[config.mk]
export PLATFORM = sky130hd
export DESIGN_NAME = read_latency_lookup
export DESIGN_NICKNAME = d
export VERILOG_FILES = /design/src/rtl/read_latency_pkg.sv /design/src/rtl/read_latency_lookup.sv /design/src/rtl/latency_cycle_table.sv
export SDC_FILE = /design/constraint.sdc
export NUM_CORES = 1
export LEC_CHECK = 0
export BUFFER_PORTS_ARGS = -buffer_cell sky130_fd_sc_hd__buf_2
export CAP_MARGIN = 20
export CORE_ASPECT_RATIO = 1.2
export CORE_MARGIN = 3
export CORE_UTILIZATION = 35
export CTS_CLUSTER_DIAMETER = 60
export CTS_CLUSTER_SIZE = 12
export DETAILED_ROUTE_END_ITERATION = 16
export SYNTH_ARGS = -nofsm -noshare
export SYNTH_HDL_FRONTEND = slang
export SYNTH_SLANG_ARGS = --single-unit
[constraint.sdc]
create_clock -name MCLK_IN -period 4.5 [get_ports MCLK_IN]
set_clock_uncertainty 0.1 [all_clocks]
set_input_delay 0.9 -clock MCLK_IN [delete_from_list [all_inputs] [get_ports MCLK_IN]]
set_output_delay 0.9 -clock MCLK_IN [all_outputs]
set_load 0.02 [all_outputs]
[src/rtl/read_latency_pkg.sv]
// Constants for the single-data-rate read latency lookup and its table.
// Assumes one serial clock; every rising clock edge is one serial clock cycle.
//
// How it works
// - A self-description table with id 90h, five rows of fourteen bytes, is readable byte by byte.
// - Normal read is opcode 03h with 3-byte and 13h with 4-byte address.
// - Fast read is opcode 0Bh with 3-byte and 0Ch with 4-byte address.
// - Dual-output read is opcode 3Bh with 3-byte and 3Ch with 4-byte address.
// - Quad-output read is opcode 6Bh with 3-byte and 6Ch with 4-byte address.
// - Dual I/O read is opcode BBh with 3-byte and BCh with 4-byte address.
// - Quad I/O read is opcode EBh with 3-byte and ECh with 4-byte address.
// - Latency code 11b serves a serial clock up to 50 MHz.
// - With code 11b normal, fast, dual-out and quad-out reads take no mode and no dummy cycles.
// - With code 11b the dual I/O read takes no mode cycles and four dummy cycles.
// - With code 11b the quad I/O read takes two mode cycles then one dummy cycle.
// - Latency code 00b serves a serial clock up to 80 MHz.
// - With code 00b the fast read takes no mode cycles.
// - With code 00b fast, dual-out and quad-out reads take eight dummy cycles.
// - Latency code 01b serves a serial clock up to 90 MHz.

package read_latency_pkg;

   // ----------------------------------------
   // Opcodes
   // ----------------------------------------
   localparam logic [7:0] OPC_RD3  = 8'h03;
   localparam logic [7:0] OPC_RD4  = 8'h13;
   localparam logic [7:0] OPC_FR3  = 8'h0B;
   localparam logic [7:0] OPC_FR4  = 8'h0C;
   localparam logic [7:0] OPC_DO3  = 8'h3B;
   localparam logic [7:0] OPC_DO4  = 8'h3C;
   localparam logic [7:0] OPC_QO3  = 8'h6B;
   localparam logic [7:0] OPC_QO4  = 8'h6C;
   localparam logic [7:0] OPC_DIO3 = 8'hBB;
   localparam logic [7:0] OPC_DIO4 = 8'hBC;
   localparam logic [7:0] OPC_QIO3 = 8'hEB;
   localparam logic [7:0] OPC_QIO4 = 8'hEC;

   // ----------------------------------------
   // Table layout
   // ----------------------------------------
   localparam int         TBL_BYTES   = 88;
   localparam int         CMD_NUM     = 6;
   localparam logic [6:0] HDR_OPC_OFS = 7'h06;
   localparam logic [6:0] ROW_BASE    = 7'h12;
   localparam logic [6:0] ROW_LEN     = 7'h0E;
   localparam logic [7:0] NOT_SUPP    = 8'hFF;
   localparam logic [1:0] LC_50       = 2'h3;
   localparam logic [1:0] LC_80       = 2'h0;
   localparam logic [1:0] LC_90       = 2'h1;
   localparam logic [1:0] LC_104      = 2'h2;

   localparam logic [7:0] LAT_TABLE [0:TBL_BYTES-1] = '{
      8'h90, 8'h56, 8'h06, 8'h0E, 8'h46, 8'h43, OPC_RD3, OPC_RD4,
      OPC_FR3, OPC_FR4, OPC_DO3, OPC_DO4, OPC_QO3, OPC_QO4, OPC_DIO3, OPC_DIO4,
      OPC_QIO3, OPC_QIO4, 8'h32, 8'h03, 8'h00, 8'h00, 8'h00, 8'h00,
      8'h00, 8'h00, 8'h00, 8'h00, 8'h00, 8'h04, 8'h02, 8'h01,
      8'h50, 8'h00, 8'hFF, 8'hFF, 8'h00, 8'h08, 8'h00, 8'h08,
      8'h00, 8'h08, 8'h00, 8'h04, 8'h02, 8'h04, 8'h5A, 8'h01,
      8'hFF, 8'hFF, 8'h00, 8'h08, 8'h00, 8'h08, 8'h00, 8'h08,
      8'h00, 8'h05, 8'h02, 8'h04, 8'h68, 8'h02, 8'hFF, 8'hFF,
      8'h00, 8'h08, 8'h00, 8'h08, 8'h00, 8'h08, 8'h00, 8'h06,
      8'h02, 8'h05, 8'h85, 8'h02, 8'hFF, 8'hFF, 8'h00, 8'h08,
      8'hFF, 8'hFF, 8'hFF, 8'hFF, 8'hFF, 8'hFF, 8'hFF, 8'hFF};

   // ----------------------------------------
   // Sequencer states
   // ----------------------------------------
   typedef enum logic [2:0] {
      ST_IDLE,
      ST_ADDR,
      ST_MODE,
      ST_DUMMY,
      ST_DATA
   } seq_state_t;

endpackage

[src/rtl/read_latency_lookup.sv]
// Read opcode decode, latency lookup and mode/dummy sequencer.
// Assumes the command decoder strobes the opcode and the address end,
// and that MCLK_IN is the serial clock.
`timescale 1ns/1ps

module read_latency_lookup
(
   input  wire logic       MCLK_IN,
   input  wire logic       RST_B_IN,
   input  wire logic       CMD_VALID_IN,
   input  wire logic [7:0] CMD_OPCODE_IN,
   input  wire logic [1:0] LAT_CODE_IN,
   input  wire logic       ADDR_DONE_IN,
   input  wire logic       CS_END_IN,
   input  wire logic [6:0] TBL_ADDR_IN,
   output logic            CMD_HIT_OUT,
   output logic            ADDR4_OUT,
   output logic            UNSUP_OUT,
   output logic      [7:0] MODE_CNT_OUT,
   output logic      [7:0] DUMMY_CNT_OUT,
   output logic            MODE_PHASE_OUT,
   output logic            DUMMY_PHASE_OUT,
   output logic            DATA_START_OUT,
   output logic            DATA_PHASE_OUT,
   output logic      [7:0] TBL_DATA_OUT
);

   // ----------------------------------------
   // Declarations
   // ----------------------------------------
   read_latency_pkg::seq_state_t state_r;
   read_latency_pkg::seq_state_t state_nxt;

   logic [7:0] cnt_r;
   logic [7:0] cnt_nxt;
   logic       hit_r;
   logic       hit_nxt;
   logic       addr4_r;
   logic       addr4_nxt;
   logic       unsup_r;
   logic       unsup_nxt;
   logic [7:0] mode_r;
   logic [7:0] mode_nxt;
   logic [7:0] dummy_r;
   logic [7:0] dummy_nxt;
   logic       mode_ph_r;
   logic       dummy_ph_r;
   logic       data_ph_r;
   logic       start_r;
   logic       start_nxt;
   logic [7:0] tbl_r;

   logic [5:0] match3;
   logic [5:0] match4;
   logic       opc_ok;
   logic       opc_4b;
   logic [2:0] cmd_idx;
   logic [1:0] row_sel;
   logic [6:0] row_ofs;
   logic [6:0] mode_addr;
   logic [6:0] dummy_addr;
   logic [7:0] mode_byte;
   logic [7:0] dummy_byte;
   logic [7:0] tbl_byte;
   logic       cmd_take;

   // ----------------------------------------
   // Opcode match against the table header
   // ----------------------------------------
   genvar g;
   generate
      for (g = 0; g < read_latency_pkg::CMD_NUM; g++)
      begin : gen_opc
         localparam logic [6:0] OFS3 = read_latency_pkg::HDR_OPC_OFS + 7'(2 * g);
         assign match3[g] = CMD_OPCODE_IN == read_latency_pkg::LAT_TABLE[OFS3];
         assign match4[g] = CMD_OPCODE_IN == read_latency_pkg::LAT_TABLE[OFS3 + 7'h01];
      end
   endgenerate

   always_comb
   begin
      opc_ok  = 1'b0;
      opc_4b  = 1'b0;
      cmd_idx = 3'h0;
      for (int i = 0; i < read_latency_pkg::CMD_NUM; i++)
      begin
         if (match3[i] || match4[i])
         begin
            opc_ok  = 1'b1;
            opc_4b  = match4[i];
            cmd_idx = 3'(i);
         end
      end
   end

   // ----------------------------------------
   // Row select by latency code
   // ----------------------------------------
   always_comb
   begin
      case (LAT_CODE_IN)
         read_latency_pkg::LC_50:  row_sel = 2'h0;
         read_latency_pkg::LC_80:  row_sel = 2'h1;
         read_latency_pkg::LC_90:  row_sel = 2'h2;
         read_latency_pkg::LC_104: row_sel = 2'h3;
         default:                  row_sel = 2'h0;
      endcase
   end

   assign row_ofs    = read_latency_pkg::ROW_BASE + 7'(read_latency_pkg::ROW_LEN * row_sel);
   assign mode_addr  = row_ofs + 7'h02 + {3'h0, cmd_idx, 1'b0};
   assign dummy_addr = mode_addr + 7'h01;

   latency_cycle_table u_mode_tbl
   (
      .addr_in  (mode_addr),
      .data_out (mode_byte)
   );

   latency_cycle_table u_dummy_tbl
   (
      .addr_in  (dummy_addr),
      .data_out (dummy_byte)
   );

   latency_cycle_table u_host_tbl
   (
      .addr_in  (TBL_ADDR_IN),
      .data_out (tbl_byte)
   );

   assign cmd_take = (state_r == read_latency_pkg::ST_IDLE) && CMD_VALID_IN && !CS_END_IN;

   // ----------------------------------------
   // Next-state logic
   // ----------------------------------------
   always_comb
   begin
      state_nxt = state_r;
      cnt_nxt   = cnt_r;
      hit_nxt   = hit_r;
      addr4_nxt = addr4_r;
      unsup_nxt = unsup_r;
      mode_nxt  = mode_r;
      dummy_nxt = dummy_r;
      start_nxt = 1'b0;
      if (CS_END_IN)
      begin
         state_nxt = read_latency_pkg::ST_IDLE;
         hit_nxt   = 1'b0;
         cnt_nxt   = 8'h00;
      end
      else
      begin
         case (state_r)
            read_latency_pkg::ST_IDLE:
            begin
               if (CMD_VALID_IN)
               begin
                  hit_nxt   = opc_ok;
                  addr4_nxt = opc_ok && opc_4b;
                  mode_nxt  = opc_ok ? mode_byte : 8'h00;
                  dummy_nxt = opc_ok ? dummy_byte : 8'h00;
                  unsup_nxt = opc_ok && (mode_byte == read_latency_pkg::NOT_SUPP);
                  if (opc_ok && (mode_byte != read_latency_pkg::NOT_SUPP))
                  begin
                     state_nxt = read_latency_pkg::ST_ADDR;
                  end
                  else
                  begin
                     hit_nxt = 1'b0;
                  end
               end
            end
            read_latency_pkg::ST_ADDR:
            begin
               if (ADDR_DONE_IN)
               begin
                  if (mode_r != 8'h00)
                  begin
                     state_nxt = read_latency_pkg::ST_MODE;
                     cnt_nxt   = mode_r - 8'h01;
                  end
                  else if (dummy_r != 8'h00)
                  begin
                     state_nxt = read_latency_pkg::ST_DUMMY;
                     cnt_nxt   = dummy_r - 8'h01;
                  end
                  else
                  begin
                     state_nxt = read_latency_pkg::ST_DATA;
                     start_nxt = 1'b1;
                  end
               end
            end
            read_latency_pkg::ST_MODE:
            begin
               if (cnt_r != 8'h00)
               begin
                  cnt_nxt = cnt_r - 8'h01;
               end
               else if (dummy_r != 8'h00)
               begin
                  state_nxt = read_latency_pkg::ST_DUMMY;
                  cnt_nxt   = dummy_r - 8'h01;
               end
               else
               begin
                  state_nxt = read_latency_pkg::ST_DATA;
                  start_nxt = 1'b1;
               end
            end
            read_latency_pkg::ST_DUMMY:
            begin
               if (cnt_r != 8'h00)
               begin
                  cnt_nxt = cnt_r - 8'h01;
               end
               else
               begin
                  state_nxt = read_latency_pkg::ST_DATA;
                  start_nxt = 1'b1;
               end
            end
            read_latency_pkg::ST_DATA:
            begin
               state_nxt = read_latency_pkg::ST_DATA;
            end
            default:
            begin
               state_nxt = read_latency_pkg::ST_IDLE;
            end
         endcase
      end
   end

   // ----------------------------------------
   // Registers
   // ----------------------------------------
   always_ff @(posedge MCLK_IN or negedge RST_B_IN)
   begin
      if (!RST_B_IN)
      begin
         state_r    <= read_latency_pkg::ST_IDLE;
         cnt_r      <= 8'h00;
         hit_r      <= 1'b0;
         addr4_r    <= 1'b0;
         unsup_r    <= 1'b0;
         mode_r     <= 8'h00;
         dummy_r    <= 8'h00;
         mode_ph_r  <= 1'b0;
         dummy_ph_r <= 1'b0;
         data_ph_r  <= 1'b0;
         start_r    <= 1'b0;
         tbl_r      <= 8'h00;
      end
      else
      begin
         state_r    <= state_nxt;
         cnt_r      <= cnt_nxt;
         hit_r      <= hit_nxt;
         addr4_r    <= addr4_nxt;
         unsup_r    <= unsup_nxt;
         mode_r     <= mode_nxt;
         dummy_r    <= dummy_nxt;
         mode_ph_r  <= state_nxt == read_latency_pkg::ST_MODE;
         dummy_ph_r <= state_nxt == read_latency_pkg::ST_DUMMY;
         data_ph_r  <= state_nxt == read_latency_pkg::ST_DATA;
         start_r    <= start_nxt;
         tbl_r      <= tbl_byte;
      end
   end

   assign CMD_HIT_OUT     = hit_r;
   assign ADDR4_OUT       = addr4_r;
   assign UNSUP_OUT       = unsup_r;
   assign MODE_CNT_OUT    = mode_r;
   assign DUMMY_CNT_OUT   = dummy_r;
   assign MODE_PHASE_OUT  = mode_ph_r;
   assign DUMMY_PHASE_OUT = dummy_ph_r;
   assign DATA_START_OUT  = start_r;
   assign DATA_PHASE_OUT  = data_ph_r;
   assign TBL_DATA_OUT    = tbl_r;
endmodule

[src/rtl/latency_cycle_table.sv]
// Byte-wide read-only view of the latency description table.
// Assumes a combinational use; the caller registers the byte.
`timescale 1ns/1ps

module latency_cycle_table
(
   input  wire logic [6:0] addr_in,
   output logic      [7:0] data_out
);

   always_comb
   begin
      if (int'(addr_in) < read_latency_pkg::TBL_BYTES)
      begin
         data_out = read_latency_pkg::LAT_TABLE[addr_in];
      end
      else
      begin
         data_out = 8'h00;
      end
   end

endmodule

==> run_summary.xml <==
<?xml version="1.0" encoding="UTF-8"?>
<metrics>
  <group name="clock_tree">
    <metric name="postCtsSetupRepairBufs" unit="">0</metric>
    <metric name="cts.sinks" unit="">42</metric>
    <metric name="tritoncts" unit="">done</metric>
    <metric name="cts.repair.resized" unit="">0</metric>
    <metric name="ctsRootBufferMaster" unit="">sky130_fd_sc_hd__clkbuf_16</metric>
    <metric name="clock_buffer_count_from_cts" unit="">5</metric>
    <metric name="clk_latency" unit="ns">0.29</metric>
    <metric name="clk_transition_reported_paths" unit="ns">0.06</metric>
    <metric name="cts_hold_repair.buffers" unit="">0</metric>
    <metric name="clock_tree.htree_level_count" unit="">2</metric>
    <metric name="cts.path.max_buffers" unit="">2</metric>
  </group>
  <group name="placed_design">
    <metric name="place_inst" unit="">745</metric>
    <metric name="numPortBuffers" unit="">52</metric>
    <metric name="place_hpwl" unit="mm">8.73</metric>
    <metric name="gp_congestion" unit="">0.899</metric>
    <metric name="detailed_place.area" unit="sq um">4530</metric>
  </group>
  <group name="synth">
    <metric name="synth_fp_nets" unit="">602</metric>
    <metric name="number_of_flip_flops_and_latches_in_the_synthesized_netlist" unit="">42</metric>
    <metric name="post_synth_fa_ha_maj_area_fraction" unit="%">7.86</metric>
    <metric name="syn_inst" unit="">555</metric>
    <metric name="post_synth_mux_area_share" unit="%">2.06</metric>
    <metric name="syn_area_cell" unit="sq um">7.34</metric>
    <metric name="synth_flop_cell" unit="">sky130_fd_sc_hd__dfrtp_1</metric>
    <metric name="synth_simple_gate_area_share" unit="%">25.0</metric>
    <metric name="synth_seq_area_share" unit="%">25.8</metric>
    <metric name="synthesis.area" unit="sq um">4080</metric>
    <metric name="synth_edf_count" unit="">0</metric>
    <metric name="synthesis.yosys.warnings" unit="">0</metric>
    <metric name="synth_cell_type_count" unit="">77</metric>
    <metric name="synth-xor-area-share" unit="%">4.97</metric>
    <metric name="largest_family_of_logic_cells_by_synthesized_area" unit="">compound AO/OA/AOI/OAI gates</metric>
    <metric name="asyncSetResetFlopFracSynth" unit="%">100</metric>
    <metric name="synth_compound_gate_area_share" unit="%">28.3</metric>
  </group>
  <group name="sta">
    <metric name="maxSlewHeadroom" unit="%">39.5</metric>
    <metric name="tightest_slew" unit="ns">0.908</metric>
    <metric name="finalHoldViolCount" unit="">0</metric>
    <metric name="period_utilization_post_route" unit="%">92.6</metric>
    <metric name="setup_tns" unit="ns">0</metric>
    <metric name="report.final.slew_viol_count" unit="">0</metric>
    <metric name="rsz0062_at_grt" unit="">no</metric>
    <metric name="fin_crit" unit="ns">4.17</metric>
    <metric name="total_of_endpoints_with_negative_setup_slack_in_the_final_report" unit="">0</metric>
    <metric name="achievable-frequency" unit="GHz">0.240</metric>
  </group>
  <group name="finish">
    <metric name="final_cells" unit="">754</metric>
    <metric name="finish.instance_area" unit="sq um">4710</metric>
    <metric name="num-fill-cells" unit="">1178</metric>
    <metric name="most_frequent_cells_in_the_layout" unit="">75 x sky130_fd_sc_hd__nand2_1, 62 x sky130_fd_sc_hd__nor2_1, 52 x sky130_fd_sc_hd__buf_2</metric>
    <metric name="areaGrowthSynthToFinish" unit="%">15.6</metric>
    <metric name="seq_area" unit="sq um">1050</metric>
    <metric name="mostFrequentLayoutCell" unit="">sky130_fd_sc_hd__nand2_1</metric>
    <metric name="post_route_cells_drive_above_1_share" unit="%">15.7</metric>
    <metric name="diodes" unit="">0</metric>
    <metric name="layout.nets" unit="">646</metric>
    <metric name="multi_input_comb_area" unit="sq um">2790</metric>
  </group>
  <group name="min_path">
    <metric name="min_to" unit="">UNSUP_OUT$_DFFE_PN0P_</metric>
    <metric name="worstHoldStart" unit="">UNSUP_OUT$_DFFE_PN0P_</metric>
    <metric name="timing.hold.worst.class" unit="">reg2reg</metric>
    <metric name="worstHoldPathCells" unit="">2</metric>
  </group>
  <group name="setup_path">
    <metric name="cp_data_required_time" unit="ns">4.62</metric>
    <metric name="regToRegStartpoint" unit="">cnt_r[0]$_DFFE_PN0P_</metric>
    <metric name="slowest_delay" unit="ns">0.84</metric>
    <metric name="critical_path.max_fanout" unit="">17</metric>
    <metric name="r2r.worst_path.cells" unit="">9</metric>
    <metric name="criticalPathCategory" unit="">in2reg</metric>
    <metric name="crit_path_top_delay_cell" unit="">sky130_fd_sc_hd__fa_1</metric>
    <metric name="cp_num_cells" unit="">15</metric>
    <metric name="arrival_time_worst_endpoint" unit="ns">4.29</metric>
    <metric name="crit_family" unit="">adder cells</metric>
    <metric name="cp_num_buf_inv" unit="">3</metric>
    <metric name="timing.reg2reg.setup_slack" unit="ns">1.65</metric>
    <metric name="worstPathCellList" unit="">buf_2 &gt; and4bb_1 &gt; nor2_1 &gt; or3_1 &gt; ha_1 &gt; inv_1 &gt; ha_1 &gt; inv_1 &gt; fa_1 &gt; nand2_1 &gt; nand2_1 &gt; o21ai_0 &gt; mux2_2 &gt; o21ai_0 &gt; a22o_1</metric>
    <metric name="crit_path_end_kind" unit="">flop</metric>
    <metric name="crit-reg2reg-capture" unit="">cnt_r[2]$_DFFE_PN0P_</metric>
    <metric name="setup.worst_path.start_class" unit="">input port</metric>
  </group>
  <group name="global_routing">
    <metric name="largest_net_degree_at_the_start_of_global_routing" unit="">43</metric>
    <metric name="grt_pass1_wl" unit="mm">19.5</metric>
    <metric name="grt_antenna_before_repair" unit="">0</metric>
    <metric name="track_usage" unit="%">17.5</metric>
    <metric name="global_route.overflow_total" unit="">0</metric>
    <metric name="grt_pass1_vias" unit="">4055</metric>
  </group>
  <group name="power_and_ir_drop">
    <metric name="p_leak" unit="nW">2.15</metric>
    <metric name="power.ir.vdd_worst" unit="mV">0.144</metric>
    <metric name="cellPowerDensity" unit="nW/um^2">316</metric>
    <metric name="power.total" unit="W">0.00149</metric>
  </group>
  <group name="route">
    <metric name="wirelength" unit="mm">11.5</metric>
    <metric name="vias_per_cell" unit="">5.61</metric>
    <metric name="dr_total_vias" unit="">4233</metric>
    <metric name="ant_nets" unit="">0</metric>
    <metric name="dr.first_iter.drc_count" unit="">347</metric>
    <metric name="drt_first_pass_iters" unit="">5</metric>
    <metric name="post_route_drc_violation_count" unit="">0</metric>
    <metric name="drt-wirelength-per-cell" unit="um">15.3</metric>
  </group>
  <group name="die">
    <metric name="design.die.area" unit="sq um">13000</metric>
    <metric name="start_util" unit="%">36.4</metric>
    <metric name="core.rowCount" unit="">42</metric>
    <metric name="placeableCoreArea" unit="sq um">11200</metric>
    <metric name="dieHeight" unit="um">124</metric>
    <metric name="io_pins" unit="">53</metric>
    <metric name="fp.dieW" unit="um">105</metric>
  </group>
  <group name="job">
    <metric name="cap_viol_max_count" unit="">0</metric>
  </group>
  <group name="status">
    <metric name="run_status" unit="">complete, no violations</metric>
  </group>
</metrics>
-- registers in the layout, indices dropped and copies added (netlist names) --
name,flops
DUMMY_CNT_OUT,8
MODE_CNT_OUT,8
TBL_DATA_OUT,8
cnt_r,8
state_r,3
ADDR4_OUT,1
CMD_HIT_OUT,1
DATA_PHASE_OUT,1
DATA_START_OUT,1
DUMMY_PHASE_OUT,1
MODE_PHASE_OUT,1
UNSUP_OUT,1
-- worst register-to-register path, stage by stage, from the launching register on --
cell,delay (ns)
sky130_fd_sc_hd__dfrtp_1,0.39
sky130_fd_sc_hd__inv_1,0.08
sky130_fd_sc_hd__ha_1,0.19
sky130_fd_sc_hd__nor3b_1,0.45
sky130_fd_sc_hd__nand3_1,0.33
sky130_fd_sc_hd__o22ai_1,0.55
sky130_fd_sc_hd__o211ai_1,0.23
sky130_fd_sc_hd__nand3_1,0.17
sky130_fd_sc_hd__o21bai_1,0.08
sky130_fd_sc_hd__a21o_1,0.17
-- cells in the mapped netlist, types with 3 or more instances --
cell                       instances  area [sq um]
sky130_fd_sc_hd__o311ai_0          3          26.3
sky130_fd_sc_hd__o21ai_0          49           245
sky130_fd_sc_hd__nand4_1           3          18.8
sky130_fd_sc_hd__nor4b_1           3          26.3
sky130_fd_sc_hd__nand3_1          22           110
sky130_fd_sc_hd__buf_2             5          25.0
sky130_fd_sc_hd__or2_2             3          18.8
sky130_fd_sc_hd__nand2_1          75           282
sky130_fd_sc_hd__mux2i_1           5          50.1
sky130_fd_sc_hd__o211ai_1          9          67.6
sky130_fd_sc_hd__dfrtp_1          42          1050
sky130_fd_sc_hd__a211oi_1         10          75.1
sky130_fd_sc_hd__mux2_2            3          33.8
sky130_fd_sc_hd__nand2b_1          6          37.5
sky130_fd_sc_hd__clkbuf_1         27           101
sky130_fd_sc_hd__a31oi_1          11          68.8
sky130_fd_sc_hd__or3_1             5          31.3
sky130_fd_sc_hd__a21oi_1          41           205
sky130_fd_sc_hd__o22ai_1           4          25.0
sky130_fd_sc_hd__inv_1            27           101
sky130_fd_sc_hd__a311oi_1          4          35.0
sky130_fd_sc_hd__ha_1             24           300
sky130_fd_sc_hd__nor2_1           62           233
sky130_fd_sc_hd__o31ai_1           3          22.5
sky130_fd_sc_hd__xnor2_1           6          52.6
sky130_fd_sc_hd__a22oi_1           6          45.0
sky130_fd_sc_hd__o21a_1            3          22.5
sky130_fd_sc_hd__nor3_1           17          85.1
sky130_fd_sc_hd__a221oi_1          4          35.0
sky130_fd_sc_hd__nor2b_1           8          50.1
sky130_fd_sc_hd__a21o_1            3          22.5
sky130_fd_sc_hd__xor2_1           10          87.6
-- cells by family (layout without fill, tap and decap cells) --
logic type / count (synthesis) / in the layout
AO/OA/AOI/OAI: 178 / 179
XOR/XNOR: 19 / 19
adder cells (fa/ha/maj): 25 / 25
buffers and inverters: 64 / 108
flip-flops: 42 / 42
multiplexers: 8 / 8
AND/OR/NAND/NOR: 219 / 219
-- metal layers --
layer | vias to the layer above | GRT usage [%] | wire [um]
li1 | 2091 | - | -
met1 | 2002 | 20.8 | 4760
met2 | 110 | 31.1 | 5970
met3 | 30 | 2.80 | 421
met4 | 0 | 7.12 | 359
met5 | - | 0 | 0
-- power breakdown --
| part | switching, W | internal (W) | total (W) |
|---|---|---|---|
| Sequential | 0.0000164 | 0.000395 | 0.000412 |
| Clock | 0.000147 | 0.000261 | 0.000409 |
| Combinational | 0.000414 | 0.000253 | 0.000667 |
-- area by class of cell --
class | instances | share of cell area [%]
Clock buffer | 5 | 2.66
Multi-Input combinational cell | 450 | 59.1
Timing Repair Buffer | 71 | 8.55
Tap cell | 154 | 4.09
Clock inverter | 3 | 0.956
Sequential cell | 42 | 22.3
Inverter | 29 | 2.31
-- metrics by stage --
step / hold WS (ns) / setup slack (ns) / utilization (%)
3_3_place_gp: 0.362 / 0.0837 / 40.5
5_1_grt: 0.434 / 0.0252 / 42.1
4_1_cts: 0.391 / 0.299 / 42.0
3_5_place_dp: 0.375 / -0.00117 / 40.5
6_report: 0.385 / 0.332 / 42.1
2_1_floorplan: 0.404 / 0.385 / -
-- worst max-delay path by stage --
stage | startpoint | to | slack [ns]
global route | CMD_OPCODE_IN[0] | DUMMY_CNT_OUT[2]$_DFFE_PN0P_ | 0.03
floorplan | CMD_OPCODE_IN[0] | state_r[0]$_DFF_PN0_ | 0.38
finish | CMD_OPCODE_IN[0] | DUMMY_CNT_OUT[3]$_DFFE_PN0P_ | 0.33
global placement | CMD_OPCODE_IN[0] | MODE_CNT_OUT[4]$_DFFE_PN0P_ | 0.08
detailed placement | CMD_OPCODE_IN[0] | MODE_CNT_OUT[4]$_DFFE_PN0P_ | -0.001
CTS | CMD_OPCODE_IN[0] | DUMMY_CNT_OUT[5]$_DFFE_PN0P_ | 0.30
(Power assumes the default switching activity.)
